**src/core/pifb_map.svh**
```systemverilog
// Register map, field positions and reset values of the peripheral flag bank.
// Assumes inclusion by bare name from package and design files.
`ifndef PIFB_MAP_SVH
`define PIFB_MAP_SVH
// ==========================================================
// Register indices (byte address = 4 * index)
`define PIFB_IDX_ENABLE_1 12'hF9D
`define PIFB_IDX_FLAGS_1 12'hF9E
`define PIFB_IDX_ENABLE_2 12'hFA0
`define PIFB_IDX_FLAGS_2 12'hFA1
`define PIFB_IDX_ENABLE_3 12'hFA3
`define PIFB_IDX_FLAGS_3 12'hFA4
`define PIFB_IDX_CONTROL 12'hFA8
`define PIFB_IDX_STATUS 12'hFA9
// ==========================================================
// Field positions
`define PIFB_BIT_PARPORT 3'h7
`define PIFB_BIT_SER_RX 3'h5
`define PIFB_BIT_SER_TX 3'h4
`define PIFB_BIT_GLOBAL_EN 3'h0
`define PIFB_BIT_PERIPH_GATE 3'h1
`define PIFB_BIT_PRIO_ON 3'h2
// ==========================================================
// Reset values and masks
`define PIFB_RESET_BYTE 8'h00
`define PIFB_SERIAL_MASK 8'h30
`define PIFB_PARPORT_MASK 8'h80
`define PIFB_FULL_MASK 8'hFF
`endif

```
**src/core/pifb_pkg.sv**
```systemverilog
// Types of the peripheral flag bank.
// Assumes pifb_map.svh is on the include path.
`include "pifb_map.svh"
package pifb_pkg;
  // Wishbone request from the master
  typedef struct packed {
    logic cyc;
    logic stb;
    logic we;
    logic [3:0] sel;
    logic [13:0] adr;
    logic [31:0] dat;
  } pifb_wb_req_s;
  // Per-bank group of eight event or level lines
  typedef struct packed {
    logic [7:0] bank1;
    logic [7:0] bank2;
    logic [7:0] bank3;
  } pifb_src_s;
  // Bus answer phases
  typedef enum logic [1:0] {
    PIFB_IDLE = 2'b00,
    PIFB_ACK = 2'b01
  } pifb_bus_e;
endpackage

```
**src/core/pifb_bank.sv**
```systemverilog
// Peripheral interrupt flag and enable bank with a classic Wishbone slave.
// Assumes one 100 MHz clock CORE_CLK and synchronous event and level inputs.
//
// What this block does
// - Flags set on events regardless of enables
// - No request without peripheral gate, no priority
// - Flag register 1 bit layout
// - Flag register 2 layout, read-write, reset clear
// - Flag register 3 layout, bits 5,4 read-only
// - Enable register 1 matches flag 1 positions
// - Enable registers 2,3 match flag positions
// - Enable one passes request, zero blocks
// - Event flags stay set until software clears
// - Parallel port transfer sets bit 7
// - Small package drops parallel port bits
// - Conversion done sets converter flag
// - Receive flag reflects unread buffer data
// - Transmit flag reflects empty transmit buffer
// - Sync port completion sets its flag
// - Capture/compare flag follows module mode
// - Timer 2 period match sets bit 1
// - Timer 1 overflow sets bit 0
// - Oscillator failure sets second bank bit 7
// - Comparator output change sets its flag
// - Peripheral gate also needs global enable
// - Priority bits act on IRQ_HIGH/IRQ_LOW only with priority on
//
// Register access over Wishbone is this design's own decision.
`timescale 1ns/10ps
`include "pifb_map.svh"

module pifb_bank #(
  parameter bit SMALL_PACKAGE = 1'b0
) (
  // Clock and reset
  input wire logic CORE_CLK,
  input wire logic RST_N,
  // Wishbone slave
  input wire pifb_pkg::pifb_wb_req_s WB_REQ,
  output logic [31:0] WB_DAT_O,
  output logic WB_ACK_O,
  // Peripheral event pulses, one per flag position
  input wire pifb_pkg::pifb_src_s EVENT_IN,
  // Capture/compare module modes, bit0 unit 1, bit1 unit 2: 1 = compare
  input wire logic [1:0] CAPCMP_COMPARE_MODE,
  input wire logic [1:0] CAPCMP_CAPTURE_EV,
  input wire logic [1:0] CAPCMP_MATCH_EV,
  // Comparator outputs, bit0 comparator 1, bit1 comparator 2
  input wire logic [1:0] COMPARATOR_OUT,
  // Serial buffer levels, bit0 unit 1, bit1 unit 2
  input wire logic [1:0] SERIAL_RX_FULL,
  input wire logic [1:0] SERIAL_TX_EMPTY,
  // Priority register contents from outside, same bit layout
  input wire pifb_pkg::pifb_src_s PRIORITY_HIGH,
  // Requests to the core
  output logic PERIPH_IRQ_ANY,
  output logic IRQ_HIGH,
  output logic IRQ_LOW,
  output logic GLOBAL_IRQ_ENABLE,
  output logic PERIPH_IRQ_GATE,
  output logic PRIORITY_LEVELS_ON
);
  import pifb_pkg::*;

  // ==========================================================
  // Helpers
  function automatic logic [11:0] word_index(input logic [13:0] adr);
    word_index = adr[13:2];
  endfunction

  function automatic logic [7:0] byte_lane(input logic [31:0] d, input logic [7:0] cur,
                                           input logic sel0);
    byte_lane = sel0 ? d[7:0] : cur;
  endfunction

  function automatic logic [7:0] flag_next(input logic [7:0] cur, input logic [7:0] wr,
                                           input logic wen, input logic [7:0] ev,
                                           input logic [7:0] wmask);
    logic [7:0] base;
    base = wen ? ((cur & ~wmask) | (wr & wmask)) : cur;
    flag_next = base | ev;
  endfunction

  // ==========================================================
  // Register state
  logic [7:0] peripheral_irq_flags_1;
  logic [7:0] peripheral_irq_flags_2;
  logic [7:0] peripheral_irq_flags_3;
  logic [7:0] peripheral_irq_enable_1;
  logic [7:0] peripheral_irq_enable_2;
  logic [7:0] peripheral_irq_enable_3;
  logic global_irq_enable;
  logic peripheral_irq_gate;
  logic priority_levels_on;
  logic [1:0] comparator_last;
  pifb_bus_e bus_state;

  logic [7:0] impl_mask1;
  logic [7:0] wmask1;
  logic [7:0] wmask3;
  logic [7:0] ev1;
  logic [7:0] ev2;
  logic [7:0] ev3;
  logic [1:0] capcmp_ev;
  logic [1:0] cmp_change;
  logic wr_strobe;
  logic [11:0] idx;
  logic [7:0] wbyte;
  logic [7:0] stat_byte;
  logic [7:0] ctrl_byte;
  logic [7:0] next_rdata;

  assign impl_mask1 = SMALL_PACKAGE ? ~`PIFB_PARPORT_MASK : `PIFB_FULL_MASK;
  assign wmask1 = impl_mask1 & ~`PIFB_SERIAL_MASK;
  assign wmask3 = ~`PIFB_SERIAL_MASK;
  assign idx = word_index(WB_REQ.adr);
  assign wbyte = WB_REQ.dat[7:0];
  // Writes land at the first request cycle; ack follows one edge later
  assign wr_strobe = WB_REQ.cyc && WB_REQ.stb && WB_REQ.we && WB_REQ.sel[0] &&
                     (bus_state == PIFB_IDLE);

  // ==========================================================
  // Event sources
  always_comb begin
    for (int i = 0; i < 2; i++) begin
      capcmp_ev[i] = CAPCMP_COMPARE_MODE[i] ? CAPCMP_MATCH_EV[i] : CAPCMP_CAPTURE_EV[i];
    end
  end
  assign cmp_change = COMPARATOR_OUT ^ comparator_last;

  // Bank 1: parport, converter, rx, tx, sync1, capcmp1, tmr2, tmr1
  assign ev1 = {EVENT_IN.bank1[7:6], 2'b00, EVENT_IN.bank1[3], capcmp_ev[0],
                EVENT_IN.bank1[1:0]} & impl_mask1;
  // Bank 2: oscfail, cmp2, cmp1, usb, bcl1, hlvd, tmr3, capcmp2
  assign ev2 = {EVENT_IN.bank2[7], cmp_change[1], cmp_change[0], EVENT_IN.bank2[4:1],
                capcmp_ev[1]};
  assign ev3 = {EVENT_IN.bank3[7:6], 2'b00, EVENT_IN.bank3[3:0]};

  always_ff @(posedge CORE_CLK) begin
    if (!RST_N) begin
      comparator_last <= 2'b00;
    end else begin
      comparator_last <= COMPARATOR_OUT;
    end
  end

  // ==========================================================
  // Flag registers
  always_ff @(posedge CORE_CLK) begin
    if (!RST_N) begin
      peripheral_irq_flags_1 <= `PIFB_RESET_BYTE;
      peripheral_irq_flags_2 <= `PIFB_RESET_BYTE;
      peripheral_irq_flags_3 <= `PIFB_RESET_BYTE;
    end else begin
      peripheral_irq_flags_1 <= (flag_next(peripheral_irq_flags_1, wbyte,
          wr_strobe && idx == `PIFB_IDX_FLAGS_1, ev1, wmask1) & ~`PIFB_SERIAL_MASK) |
          ({2'b00, SERIAL_RX_FULL[0], SERIAL_TX_EMPTY[0], 4'h0});
      peripheral_irq_flags_2 <= flag_next(peripheral_irq_flags_2, wbyte,
          wr_strobe && idx == `PIFB_IDX_FLAGS_2, ev2, `PIFB_FULL_MASK);
      peripheral_irq_flags_3 <= (flag_next(peripheral_irq_flags_3, wbyte,
          wr_strobe && idx == `PIFB_IDX_FLAGS_3, ev3, wmask3) & ~`PIFB_SERIAL_MASK) |
          ({2'b00, SERIAL_RX_FULL[1], SERIAL_TX_EMPTY[1], 4'h0});
    end
  end

  // ==========================================================
  // Enable and control registers
  always_ff @(posedge CORE_CLK) begin
    if (!RST_N) begin
      peripheral_irq_enable_1 <= `PIFB_RESET_BYTE;
      peripheral_irq_enable_2 <= `PIFB_RESET_BYTE;
      peripheral_irq_enable_3 <= `PIFB_RESET_BYTE;
    end else if (wr_strobe) begin
      if (idx == `PIFB_IDX_ENABLE_1) begin
        peripheral_irq_enable_1 <= wbyte & impl_mask1;
      end else if (idx == `PIFB_IDX_ENABLE_2) begin
        peripheral_irq_enable_2 <= wbyte;
      end else if (idx == `PIFB_IDX_ENABLE_3) begin
        peripheral_irq_enable_3 <= wbyte;
      end
    end
  end

  always_ff @(posedge CORE_CLK) begin
    if (!RST_N) begin
      global_irq_enable <= 1'b0;
      peripheral_irq_gate <= 1'b0;
      priority_levels_on <= 1'b0;
    end else if (wr_strobe && idx == `PIFB_IDX_CONTROL) begin
      global_irq_enable <= wbyte[`PIFB_BIT_GLOBAL_EN];
      peripheral_irq_gate <= wbyte[`PIFB_BIT_PERIPH_GATE];
      priority_levels_on <= wbyte[`PIFB_BIT_PRIO_ON];
    end
  end

  // ==========================================================
  // Request combining
  logic [23:0] pending;
  logic [23:0] prio_vec;
  logic any_pending;
  logic any_high;
  logic any_low;
  assign pending = {peripheral_irq_flags_1 & peripheral_irq_enable_1,
                    peripheral_irq_flags_2 & peripheral_irq_enable_2,
                    peripheral_irq_flags_3 & peripheral_irq_enable_3};
  assign prio_vec = PRIORITY_HIGH;
  assign any_pending = |pending;
  assign any_high = |(pending & prio_vec);
  assign any_low = |(pending & ~prio_vec);
  assign PERIPH_IRQ_ANY = any_pending;
  // Without priority levels both gates must be open
  assign IRQ_HIGH = priority_levels_on ? (global_irq_enable && any_high) :
                    (global_irq_enable && peripheral_irq_gate && any_pending);
  // Low priority needs both the high and the low enable, as in the core
  assign IRQ_LOW = priority_levels_on && global_irq_enable && peripheral_irq_gate &&
                   any_low;
  assign GLOBAL_IRQ_ENABLE = global_irq_enable;
  assign PERIPH_IRQ_GATE = peripheral_irq_gate;
  assign PRIORITY_LEVELS_ON = priority_levels_on;

  // ==========================================================
  // Bus slave
  assign stat_byte = {5'h00, any_low, any_high, any_pending};
  assign ctrl_byte = {5'h00, priority_levels_on, peripheral_irq_gate, global_irq_enable};

  always_comb begin
    if (idx == `PIFB_IDX_FLAGS_1) begin
      next_rdata = peripheral_irq_flags_1 & impl_mask1;
    end else if (idx == `PIFB_IDX_FLAGS_2) begin
      next_rdata = peripheral_irq_flags_2;
    end else if (idx == `PIFB_IDX_FLAGS_3) begin
      next_rdata = peripheral_irq_flags_3;
    end else if (idx == `PIFB_IDX_ENABLE_1) begin
      next_rdata = peripheral_irq_enable_1;
    end else if (idx == `PIFB_IDX_ENABLE_2) begin
      next_rdata = peripheral_irq_enable_2;
    end else if (idx == `PIFB_IDX_ENABLE_3) begin
      next_rdata = peripheral_irq_enable_3;
    end else if (idx == `PIFB_IDX_CONTROL) begin
      next_rdata = ctrl_byte;
    end else if (idx == `PIFB_IDX_STATUS) begin
      next_rdata = stat_byte;
    end else begin
      // Unmapped reads return zero and still ack
      next_rdata = 8'h00;
    end
  end

  always_ff @(posedge CORE_CLK) begin
    if (!RST_N) begin
      bus_state <= PIFB_IDLE;
      WB_DAT_O <= 32'h00000000;
    end else begin
      case (bus_state)
        PIFB_IDLE: begin
          if (WB_REQ.cyc && WB_REQ.stb) begin
            bus_state <= PIFB_ACK;
            WB_DAT_O <= {24'h000000, next_rdata};
          end
        end
        default: begin
          bus_state <= PIFB_IDLE;
        end
      endcase
    end
  end
  assign WB_ACK_O = (bus_state == PIFB_ACK);
endmodule

```
**config.mk**
```make
export PLATFORM = sky130hd
export DESIGN_NAME = pifb_bank
export DESIGN_NICKNAME = d
export VERILOG_FILES = /design/src/core/pifb_pkg.sv /design/src/core/pifb_bank.sv
export VERILOG_INCLUDE_DIRS = /design/src /design/src/core
export SDC_FILE = /design/constraint.sdc
export NUM_CORES = 1
export LEC_CHECK = 0
export ABC_AREA = 1
export ABC_CLOCK_PERIOD_IN_PS = 4400
export BUFFER_PORTS_ARGS = -buffer_cell sky130_fd_sc_hd__buf_2
export CORE_ASPECT_RATIO = 2
export CORE_MARGIN = 2
export CORE_UTILIZATION = 52
export DETAILED_ROUTE_END_ITERATION = 12
export PLACE_DENSITY = 0.86
export RECOVER_POWER = 100
export SKIP_LAST_GASP = 1
export SYNTH_ARGS = -nofsm -noshare
export SYNTH_HDL_FRONTEND = slang
export SYNTH_SLANG_ARGS = --single-unit
```
**constraint.sdc**
```tcl
create_clock -name CORE_CLK -period 4.4 [get_ports CORE_CLK]
set_clock_uncertainty 0.15 [all_clocks]
set_input_delay 0 -clock CORE_CLK [delete_from_list [all_inputs] [get_ports CORE_CLK]]
set_output_delay 0 -clock CORE_CLK [all_outputs]
set_load 0.05 [all_outputs]
```
* After elaboration in Yosys (flattened, before gate mapping) *
Index checks and enable logic that the tools add are counted.

cells by class
  equal/unequal tests = 8
  multiplexer cells = 14
  bitwise gates (word level) = 16
  reductions and logical operators = 23

operators by type and width
  operator                               number
  12-bit == test, second input constant  8
  8-bit 2-to-1 mux                       9
  24-bit OR reduction                    3
  24-bit bitwise AND                     2
  8-bit bitwise AND                      3
  24-bit NOT                             1
  8-bit OR                               3
  6-bit by 8-bit OR with 8-bit output    2
  8-bit by 6-bit OR with 8-bit output    2
  1-bit logical AND                      14
  3-bit 2-to-1 mux                       2
  2-bit AND reduction                    3
  4-bit AND reduction                    1
  1-bit 2-to-1 mux                       3
  3-bit AND reduction                    1
  2-bit zero test                        1
  1-bit NOT                              2
  2-bit bitwise XOR                      1

word-level totals
  bits in registers = 62
  input bits = 115
  output and inout port bits = 39
  logic and storage cells = 73

* Logic depth before layout (Yosys ltp) *
Gate-level depths: netlist (run 1).

  depth in word-level cells = 11
  depth in mapped cells = 14
  depth with buffers taken out = 14

* Least setup slack after synthesis (run 1) *
Ideal clock, no wire load.

  path type = reg2out
  from = reg peripheral_irq_flags_1[3]
  to = out IRQ_HIGH
  arrival time = 2205 ps
  required time = 4250 ps
  setup slack = 2045 ps
  stages on the path, launching flop included = 7
  path buffers = 0
  cells stage by stage = dfxtp_1 nand2_1 nand4_1 nor2_1 nand3_1 nand3_1 o21ai_0

between the ends
  elaborated cells between the ends (all ways) = 7
  those cells by class = 1 x mux; 2 x bitwise; 4 x reduce/logical

RTL lines
  what                    RTL line          source
  start, declared         pifb_bank.sv:86   logic [7:0] peripheral_irq_flags_1;
  start signal, assigned  pifb_bank.sv:151  peripheral_irq_flags_1 <= `PIFB_RESET_BYTE;
  start signal, assigned  pifb_bank.sv:155  peripheral_irq_flags_1 <= (flag_next(peripheral_irq_flags_1, wbyte,
  8-bit bitwise AND       pifb_bank.sv:203  assign pending = {peripheral_irq_flags_1 & peripheral_irq_enable_1,
  24-bit OR reduction     pifb_bank.sv:207  assign any_pending = |pending;
  net PERIPH_IRQ_ANY      pifb_bank.sv:56   output logic PERIPH_IRQ_ANY,
  1-bit logical AND       pifb_bank.sv:213  (global_irq_enable && peripheral_irq_gate && any_pending);
  1-bit 2-to-1 mux        pifb_bank.sv:212  assign IRQ_HIGH = priority_levels_on ? (global_irq_enable && any_high) :
  end, declared           pifb_bank.sv:57   output logic IRQ_HIGH,

The timed path passes the listed nets, and every way through them passes these cells.

* Final worst setup path (run 1) *
  from = in WB_REQ[51] (netlist name)
  to = reg peripheral_irq_flags_2[7]

between the ends
  cells in the longest elaborated chain, start to end = 7

RTL lines
  what                             RTL line          source
  start, declared                  pifb_bank.sv:39   input wire pifb_pkg::pifb_wb_req_s WB_REQ,
  1-bit logical AND (4 in series)  pifb_bank.sv:119  assign wr_strobe = WB_REQ.cyc && WB_REQ.stb && WB_REQ.we && WB_REQ.sel[0] &&
  1-bit logical AND (no line)      --
  8-bit 2-to-1 mux                 pifb_bank.sv:80   base = wen ? ((cur & ~wmask) | (wr & wmask)) : cur;
  8-bit OR                         pifb_bank.sv:81   flag_next = base | ev;
  end signal, assigned             pifb_bank.sv:152  peripheral_irq_flags_2 <= `PIFB_RESET_BYTE;
  end signal, assigned             pifb_bank.sv:158  peripheral_irq_flags_2 <= flag_next(peripheral_irq_flags_2, wbyte,
  end, declared                    pifb_bank.sv:87   logic [7:0] peripheral_irq_flags_2;

Every way passes these cells.
A chain may end at the register's enable or synchronous reset.

==> results.yml, run 1 <==
outcome:
  status: "complete, but fails checks"
  violations: "capacitance limit, slew limit"
timing:
  setup_viol_count_final: 0
  maxSlewViolCount: 44
  slew-limit-headroom: -0.208
  max_freq_ghz: 0.271
  worst_pin_slew_ns: 1.81
  setup_tns_ns: 0
  rsz0062_at_grt: "false"
  period_minus_slack_ns: 3.69
  layout_setup_ws_ns: 0.715
  hold_ws_ns: 0.0427
  finalCritPeriodShare: 0.838
  hold_violations: 0
grt:
  grt_pass1_vias: 4147
  grt_max_degree: 44
  grt-ovfl-total: 0
  grtUsageTotal: 0.342
  antenna_found_initial: 0
  grt_pass1_wl_mm: 19.9
pwr:
  power_w: 0.00144
  power_density_nw_per_um2: 304
  vdd_drop_max_v: 0.000297
  leakage_nw: 2.28
detailed_routing:
  final_antenna_net_count: 0
  dr.pass1.iters: 5
  vias: 4271
  vias_per_cell: 5.42
  route.detailed.drc: 0
  drt-initial-drc-count: 446
  totalWireLength_mm: 13.1
  post_drt_wl_per_cell_um: 16.6
placement:
  dp_hpwl_mm: 9.77
  dp_slack_ns: 2.05
  dpl.cell_count: 732
  place_congestion: 0.995
  port_buffers: 92
synth:
  ys_ff_latch: 62
  synth_edf_count: 0
  ys_top_cells_by_area: "dfxtp_1, nand2_1, nor2_1"
  synth_async_sr_flop_share: 0
  synth_ff_type: "dfxtp_1"
  syn_inst: 564
  netlist_area_um2: 3690
  post-synth-top-area-cell: "dfxtp_1"
  synthDistinctLibCells: 36
  postSynthAreaPerCell_um2: 6.54
  netlist.area_leader.share: 0.336
  ys_warn_count: 0
  synth.top_cells.by_count: "nand2_1, nor2_1, dfxtp_1"
  synth.most_common_cell: "nand2_1"
  yosysSeqAreaShare: 0.336
clock_network:
  clk_pin_slew_ns: 0.05
  cts_max_path_buffers: 2
  cts_buffers: 9
  cts_tree: "yes"
  clkSinkCount: 62
  cts-root-buf: "clkbuf_16"
  cts-htree-levels: 3
  clkLatencyLatePin_ns: 0.32
critical_path:
  slowest_stage: "nand4_1"
  critPathBufInv: 6
  startpoint_type: "input pin"
  cpPeakStageDelay_ns: 0.57
  worst-setup-path-type: "in -> reg"
  crit_arrival_ns: 3.75
  path_delay_family: "buffers and inverters"
  required_ns: 4.46
  timing.critical_path.cells: "dlygate4sd3_1 > buf_2 > nand2_1 > dlygate4sd3_1 > nor2_1 > nand3_4 > clkinv_2 > nand4_1 > a21oi_1 > nand2_1 > dlygate4sd3_1 > nand2_1 > inv_1"
  critPathCaptureType: "flip-flop"
  crit_fanout: 11
cells_and_area:
  stdcell_count: 788
  nets: 809
  drive_gt1_frac: 0.153
  fillers: 616
  diodes: 0
  area_delta_synth_final_pct: 28.5
die:
  die_x_um: 63.6
  dieArea_um2: 7830
  rows: 43
  initial_core_util: 0.536
  core_um2: 6890
  die_y_um: 123
  ios: 154
hold_path:
  hold_class: "in -> reg"
job:
  drv_cap: 1
[report_power, final]
group          switching [W]  total (W)  internal [W]
clock               0.000244   0.000652      0.000407
combinational       0.000118   0.000187     0.0000691
sequential         0.0000207   0.000600      0.000579
total               0.000383    0.00144       0.00106
[sequential cells by signal (all words and copies together) (netlist names)]
signal                   cells
peripheral_irq_flags_1       8
peripheral_irq_enable_3      8
peripheral_irq_enable_1      8
PRIORITY_LEVELS_ON           1
GLOBAL_IRQ_ENABLE            1
comparator_last              2
peripheral_irq_flags_3       8
peripheral_irq_enable_2      8
WB_DAT_O                     8
bus_state                    1
PERIPH_IRQ_GATE              1
peripheral_irq_flags_2       8
[worst paths after layout]
kind           startpoint                        end  slack, ns  cells after the start
max reg2reg  bus_state[0]  peripheral_irq_flags_2[7]       1.29                      9
max            WB_REQ[51]  peripheral_irq_flags_2[7]       0.71                     13
min reg2reg   WB_DAT_O[4]                WB_DAT_O[4]       0.32                      2
min            WB_REQ[46]          GLOBAL_IRQ_ENABLE       0.04                      5
[cell type report]
| class | count | area, µm² | area share |
|---|---|---|---|
| Multi-Input combinational cell | 423 | 2020 | 0.425 |
| Sequential cell | 62 | 1240 | 0.262 |
| Timing Repair Buffer | 133 | 850 | 0.179 |
| Clock buffer | 12 | 256 | 0.0541 |
| Inverter | 65 | 245 | 0.0517 |
| Tap cell | 90 | 113 | 0.0238 |
| Clock inverter | 3 | 20.0 | 0.00422 |
[kinds of logic (layout without fill, tap and decap cells)]
logic type / count (synthesis) / after routing / share of synthesized area
buffers and inverters: 102 / 213 / 0.132
other: 1 / 24 / 0.00102
XOR/XNOR: 2 / 2 / 0.00475
flip-flops: 62 / 62 / 0.336
AO/OA/AOI/OAI: 100 / 100 / 0.157
AND/OR/NAND/NOR: 295 / 295 / 0.364
multiplexers: 2 / 2 / 0.00543
[per-stage QoR]
step                utilization  instance area, µm²
global route              0.688                4740
detailed placement        0.596                4110
global placement          0.596                4110
finish                    0.688                4740
CTS                       0.696                4790
floorplan                     -                3780
[tightest hold or removal path: stages]
cell      delay [ns]
buf_2           0.11
nand3_4         0.13
nor3_2          0.09
nor2_1          0.09
a211oi_1        0.04
[cell usage in the layout (no fill, tap or decap), types with 3 or more instances in the layout]
cell type      Yosys  final
o211ai_1           4      4
nor3_2             4      4
nand3_1           40     40
buf_2              1     75
conb_1             1     24
clkbuf_1          10     18
nand4_1           16     16
a211oi_1           9     10
dfxtp_1           62     62
a21oi_1           42     42
inv_2              3      3
a221oi_1           3      3
nand2_1          130    131
inv_1             61     61
nor2_1            88     92
o21ai_0           31     32
dlygate4sd3_1      0     41
o31ai_1            5      5
clkbuf_16          0      9
[per-layer routing]
| metal | vias up | global-route usage | wire [µm] |
|---|---|---|---|
| li1 | 2066 | - | - |
| met1 | 1922 | 0.317 | 4180 |
| met2 | 227 | 0.661 | 7160 |
| met3 | 56 | 0.0537 | 885 |
| met4 | 0 | 0.240 | 866 |
| met5 | - | 0 | 0 |
[repair_timing]
action / CTS / global route
setup endpoints to repair: 0 / 0
hold buffers: 41 / 0
buffers inserted: 0 / 0
endpoints found under the hold margin: 52 / 0
gates resized for setup: 0 / 0
No activity file was read; power rests on OpenSTA's default activity.
==> run 2: changes to the inputs <==
ABC_AREA = 0   (was 1)
ABC_CLOCK_PERIOD_IN_PS = 3370   (was 4400)
CORE_UTILIZATION = 44   (was 52)
PLACE_DENSITY = 0.77   (was 0.86)
clock period = 3.37 ns   (was 4.4 ns; I/O delays follow)
==> run 2 against run 1 <==
The flow now finishes without violations. Power grew 40%. Die area grew 18%. Utilization shrank 8.7 points. Worst setup slack lost 0.42 ns. Clock power grew 43%. Synthesized cell count shrank 21%. Design area grew 4.4%. Critical endpoint is now peripheral_irq_flags_3[1]. Largest power group unchanged.
==> results.yml, run 2 <==
synth:
  ys_ff_latch: 62
  yosysSeqAreaShare: 0.334
  synth_edf_count: 0
  synth_async_sr_flop_share: 0
  synthDistinctLibCells: 61
  post-synth-top-area-cell: "dfxtp_1"
  ys_warn_count: 0
  ys_top_cells_by_area: "dfxtp_1, nand2_1, mux2i_1"
  postSynthAreaPerCell_um2: 8.35
  syn_inst: 445
  synth_ff_type: "dfxtp_1"
  netlist_area_um2: 3710
  synth.most_common_cell: "nand2_1"
  netlist.area_leader.share: 0.334
  synth.top_cells.by_count: "nand2_1, dfxtp_1, nand3_1"
detailed_routing:
  route.detailed.drc: 0
  dr.pass1.iters: 8
  vias_per_cell: 6.03
  post_drt_wl_per_cell_um: 21.3
  final_antenna_net_count: 0
  vias: 4152
  drt-initial-drc-count: 380
  totalWireLength_mm: 14.6
pwr:
  vdd_drop_max_v: 0.000350
  combPwrFrac: 0.144
  p_int_w: 0.00147
  leakage_nw: 2.08
  power_density_nw_per_um2: 408
  p_seq_frac: 0.394
  clockPowerShare: 0.462
  switching_power_w: 0.000551
  sw_frac_of_total: 0.273
cells_and_area:
  final_cell_mix: "buf_2, nand2_1, dfxtp_1, dlygate4sd3_1, nand3_1"
  area_delta_synth_final_pct: 33.2
  drive_gt1_frac: 0.178
  utilization: 0.601
  design_area_um2: 4950
  nets: 701
  fillers: 750
  diodes: 0
  final_common_cell: "buf_2"
  stdcell_count: 689
clock_network:
  cts_max_path_buffers: 2
  cts-root-buf: "clkbuf_16"
  cts-htree-levels: 3
  clkLatencyLatePin_ns: 0.34
  cts_buffers: 9
  cts_tree: "yes"
  clkSinkCount: 62
  post-cts-setup-buffers: 0
  clk_pin_slew_ns: 0.05
timing:
  slew-limit-headroom: 0.0523
  worst_pin_slew_ns: 1.42
  max_freq_ghz: 0.325
  setup_tns_ns: 0
  finalCritPeriodShare: 0.913
  setup_viol_count_final: 0
  hold_ws_ns: 0.00613
  hold_violations: 0
  period_minus_slack_ns: 3.08
  rsz0062_at_grt: "false"
  maxSlewViolCount: 0
grt:
  grtUsageTotal: 0.333
  grt_pass1_vias: 4059
  antenna_found_initial: 0
  grt_max_degree: 64
  grt-ovfl-total: 0
  grt_pass1_wl_mm: 21.9
placement:
  place_congestion: 1.01
  dpl-instance-area_um2: 4160
  dp_hpwl_mm: 10.7
  dpl.cell_count: 620
  port_buffers: 92
outcome:
  status: "complete, no violations"
critical_path:
  required_ns: 3.44
  crit_arrival_ns: 3.14
  critPathCaptureType: "flip-flop"
  crit_fanout: 11
  worst-setup-path-type: "reg -> reg"
  startpoint_type: "flip-flop"
die:
  initial_core_util: 0.451
  rows: 47
  dieArea_um2: 9240
  die_x_um: 69.0
  ios: 154
  core_um2: 8230
  die_y_um: 134
job:
  drv_cap: 0
hold_path:
  hold_class: "in -> reg"
==> run 2: worst max-delay path: stages, from the launching register on <==
cell	delay, ns
dfxtp_1	0.31
and3b_1	0.42
and3_1	0.29
buf_4	0.18
nand3_1	0.40
mux2_1	0.48
o21a_1	0.16
dlygate4sd3_1	0.55
==> run 2: final timing paths <==
check	slack [ns]	from	to	depth (start not counted)
setup / recovery	0.29	bus_state[0]	peripheral_irq_flags_3[1]	7
hold / removal	0.006	WB_REQ[51]	WB_DAT_O[7]	3
hold reg to reg	0.33	WB_DAT_O[7]	WB_DAT_O[7]	1
setup reg to reg	0.29	bus_state[0]	peripheral_irq_flags_3[1]	7
==> run 2: cells by family (layout without fill, tap and decap cells) <==
family	after synthesis	count (layout)	share of synthesized area
flip-flops	62	62	0.334
AND/OR/NAND/NOR	191	191	0.280
other	1	24	0.00101
buffers and inverters	46	169	0.0731
XOR/XNOR	2	2	0.00472
AO/OA/AOI/OAI	109	109	0.210
multiplexers	34	34	0.0970
==> run 2: area by class of cell <==
type | instances | area, µm² | share of cell area
clock buffers | 10 | 239 | 0.0483
clock inverters | 6 | 61.3 | 0.0124
inverters | 4 | 15.0 | 0.00303
multi-input cells | 360 | 2270 | 0.459
flip-flops and latches | 62 | 1240 | 0.251
well taps | 98 | 123 | 0.0248
repair buffers | 149 | 1000 | 0.202
==> run 2: what timing repair did <==
| action | in CTS | in global routing |
|---|---|---|
| gates resized for setup | 0 | 0 |
| hold buffers | 53 | 0 |
| endpoints found under the hold margin | 56 | 0 |
==> run 2: routing by layer <==
layer,wire [µm],GRT usage,up-vias
met5,0,0,-
met3,1110,0.0738,80
met2,7510,0.568,267
li1,-,-,1878
met4,1090,0.204,0
met1,4930,0.356,1927
==> run 2: power groups by stage <==
stage / clock (W) / combinational [W] / sequential (W)
2_1_floorplan: 0 / 0.000160 / 0.000803
3_3_place_gp: 0 / 0.000230 / 0.000808
3_5_place_dp: 0 / 0.000233 / 0.000809
4_1_cts: 0.000942 / 0.000287 / 0.000793
5_1_grt: 0.000972 / 0.000310 / 0.000796
6_report: 0.000932 / 0.000291 / 0.000796
==> run 2: metrics by stage <==
stage	power (W)	worst slack, ns
floorplan	0.000964	0.848
global placement	0.00104	1.04
detailed placement	0.00104	0.990
CTS	0.00202	0.418
global route	0.00208	0.171
finish	0.00202	0.294
==> run 3: changes to the inputs <==
CORE_ASPECT_RATIO = unset   (was 2)
==> run 3 against run 2 <==
Via count shrank 4.0%. Hold slack gained 0.12 ns. Die area shrank 0.48%. Clock power shrank 20%. Count of clock-buffer cells in the layout grew 1. Sequential power shrank 0.5%. Non-clock buffer count shrank 3. Design area shrank 2.1%. Critical endpoint is now peripheral_irq_flags_2[3].
==> results.yml, run 3 (synthesis gave the netlist of run 2 again) <==
timing:
  rsz0062_at_grt: "false"
  finalCritPeriodShare: 0.954
  slew-limit-headroom: 0.205
  maxSlewViolCount: 0
  layout_setup_ws_ns: 0.154
  setup_viol_count_final: 0
  period_minus_slack_ns: 3.22
  hold_violations: 0
  worst_pin_slew_ns: 1.19
  setup_tns_ns: 0
  max_freq_ghz: 0.311
critical_path:
  cpPeakStageDelay_ns: 0.55
  critPathBufInv: 1
  required_ns: 3.46
  path_delay_family: "simple AND/OR/NAND/NOR gates"
  critPathCaptureType: "flip-flop"
  rrSetupSlack_ns: 0.15
  startpoint_type: "flip-flop"
  timing.critical_path.cells: "and3b_1 > and3_1 > nand4_2 > mux2_1 > o21a_1 > dlygate4sd3_1"
  worst-setup-path-type: "reg -> reg"
  slowest_stage: "dlygate4sd3_1"
  crit_arrival_ns: 3.31
  crit_fanout: 11
  crit_cells: 6
  reg2reg_depth: 6
hold_path:
  hold_class: "in -> reg"
  hold_depth: 3
die:
  die_y_um: 95.9
  initial_core_util: 0.452
  die_x_um: 95.9
  rows: 33
  dieArea_um2: 9190
  core_um2: 8220
  ios: 154
job:
  drv_cap: 0
cells_and_area:
  drive_gt1_frac: 0.170
  nets: 698
  area_delta_synth_final_pct: 30.5
  design_area_um2: 4840
  final_cell_mix: "buf_2, nand2_1, dfxtp_1, dlygate4sd3_1, nand3_1"
  diodes: 0
  utilization: 0.590
  final_common_cell: "buf_2"
placement:
  dp_hpwl_mm: 9.65
  dp_slack_ns: 0.744
  dpl-instance-area_um2: 4150
  port_buffers: 92
  place_congestion: 1.02
grt:
  grt_pass1_wl_mm: 20.0
  grt_max_degree: 65
  antenna_found_initial: 0
  grt-ovfl-total: 0
  grt_pass1_vias: 3778
  grtUsageTotal: 0.297
clock_network:
  clk_pin_slew_ns: 0.08
  cts-resized-gates: 0
  cts_hold_buffers: 52
  cts-root-buf: "clkbuf_8"
  clkLatencyLatePin_ns: 0.35
  cts_buffers: 9
  cts-htree-levels: 3
  cts_tree: "yes"
  clkSinkCount: 62
  post-cts-setup-buffers: 0
  cts_max_path_buffers: 2
detailed_routing:
  totalWireLength_mm: 13.3
  route.detailed.drc: 0
  post_drt_wl_per_cell_um: 19.2
  drt-initial-drc-count: 308
  vias_per_cell: 5.76
  final_antenna_net_count: 0
  vias: 3984
  dr.pass1.iters: 5
outcome:
  status: "complete, no violations"
pwr:
  vdd_drop_max_v: 0.000401
  leakage_nw: 2.02
  power_density_nw_per_um2: 376
==> run 3: final timing paths <==
kind | start | endpoint
hold / removal | RST_N | peripheral_irq_flags_3[1]
hold reg to reg | peripheral_irq_enable_1[6] | peripheral_irq_enable_1[6]
setup reg to reg | bus_state[0] | peripheral_irq_flags_2[3]
setup / recovery | bus_state[0] | peripheral_irq_flags_2[3]
==> run 3: cell type report <==
class | count | area, µm²
multi-input cells | 360 | 2260
repair buffers | 146 | 973
clock buffers | 11 | 151
inverters | 4 | 15.0
well taps | 105 | 131
clock inverters | 4 | 70.1
fillers | 753 | 3370
flip-flops and latches | 62 | 1240
==> run 3: tightest hold or removal path, delay by kind of cell <==
kind / cells / cell delay [ns]
buffers and inverters: 2 / 0.38
AOI/OAI and AO/OA: 1 / 0.18
==> run 3: metal layers <==
layer | up-vias | GRT usage | wire length, µm
met5 | - | 0 | 0
met4 | 0 | 0.105 | 361
met1 | 1838 | 0.360 | 5330
li1 | 1871 | - | -
met3 | 32 | 0.0564 | 1050
met2 | 243 | 0.521 | 6510
==> run 3: power breakdown <==
part	switching, W	total [W]	internal [W]
registers	0.0000336	0.000792	0.000758
clock network	0.000295	0.000746	0.000450
logic	0.000167	0.000286	0.000119
==> run 3: stage by stage <==
stage / cells / total power (W) / hold slack [ns]
global route: 692 / 0.00187 / 0.162
finish: 692 / 0.00182 / 0.123
detailed placement: 625 / 0.00104 / 0.0581
CTS: 692 / 0.00182 / 0.0214
floorplan: 468 / 0.000964 / -0.0283
global placement: 625 / 0.00103 / 0.0573
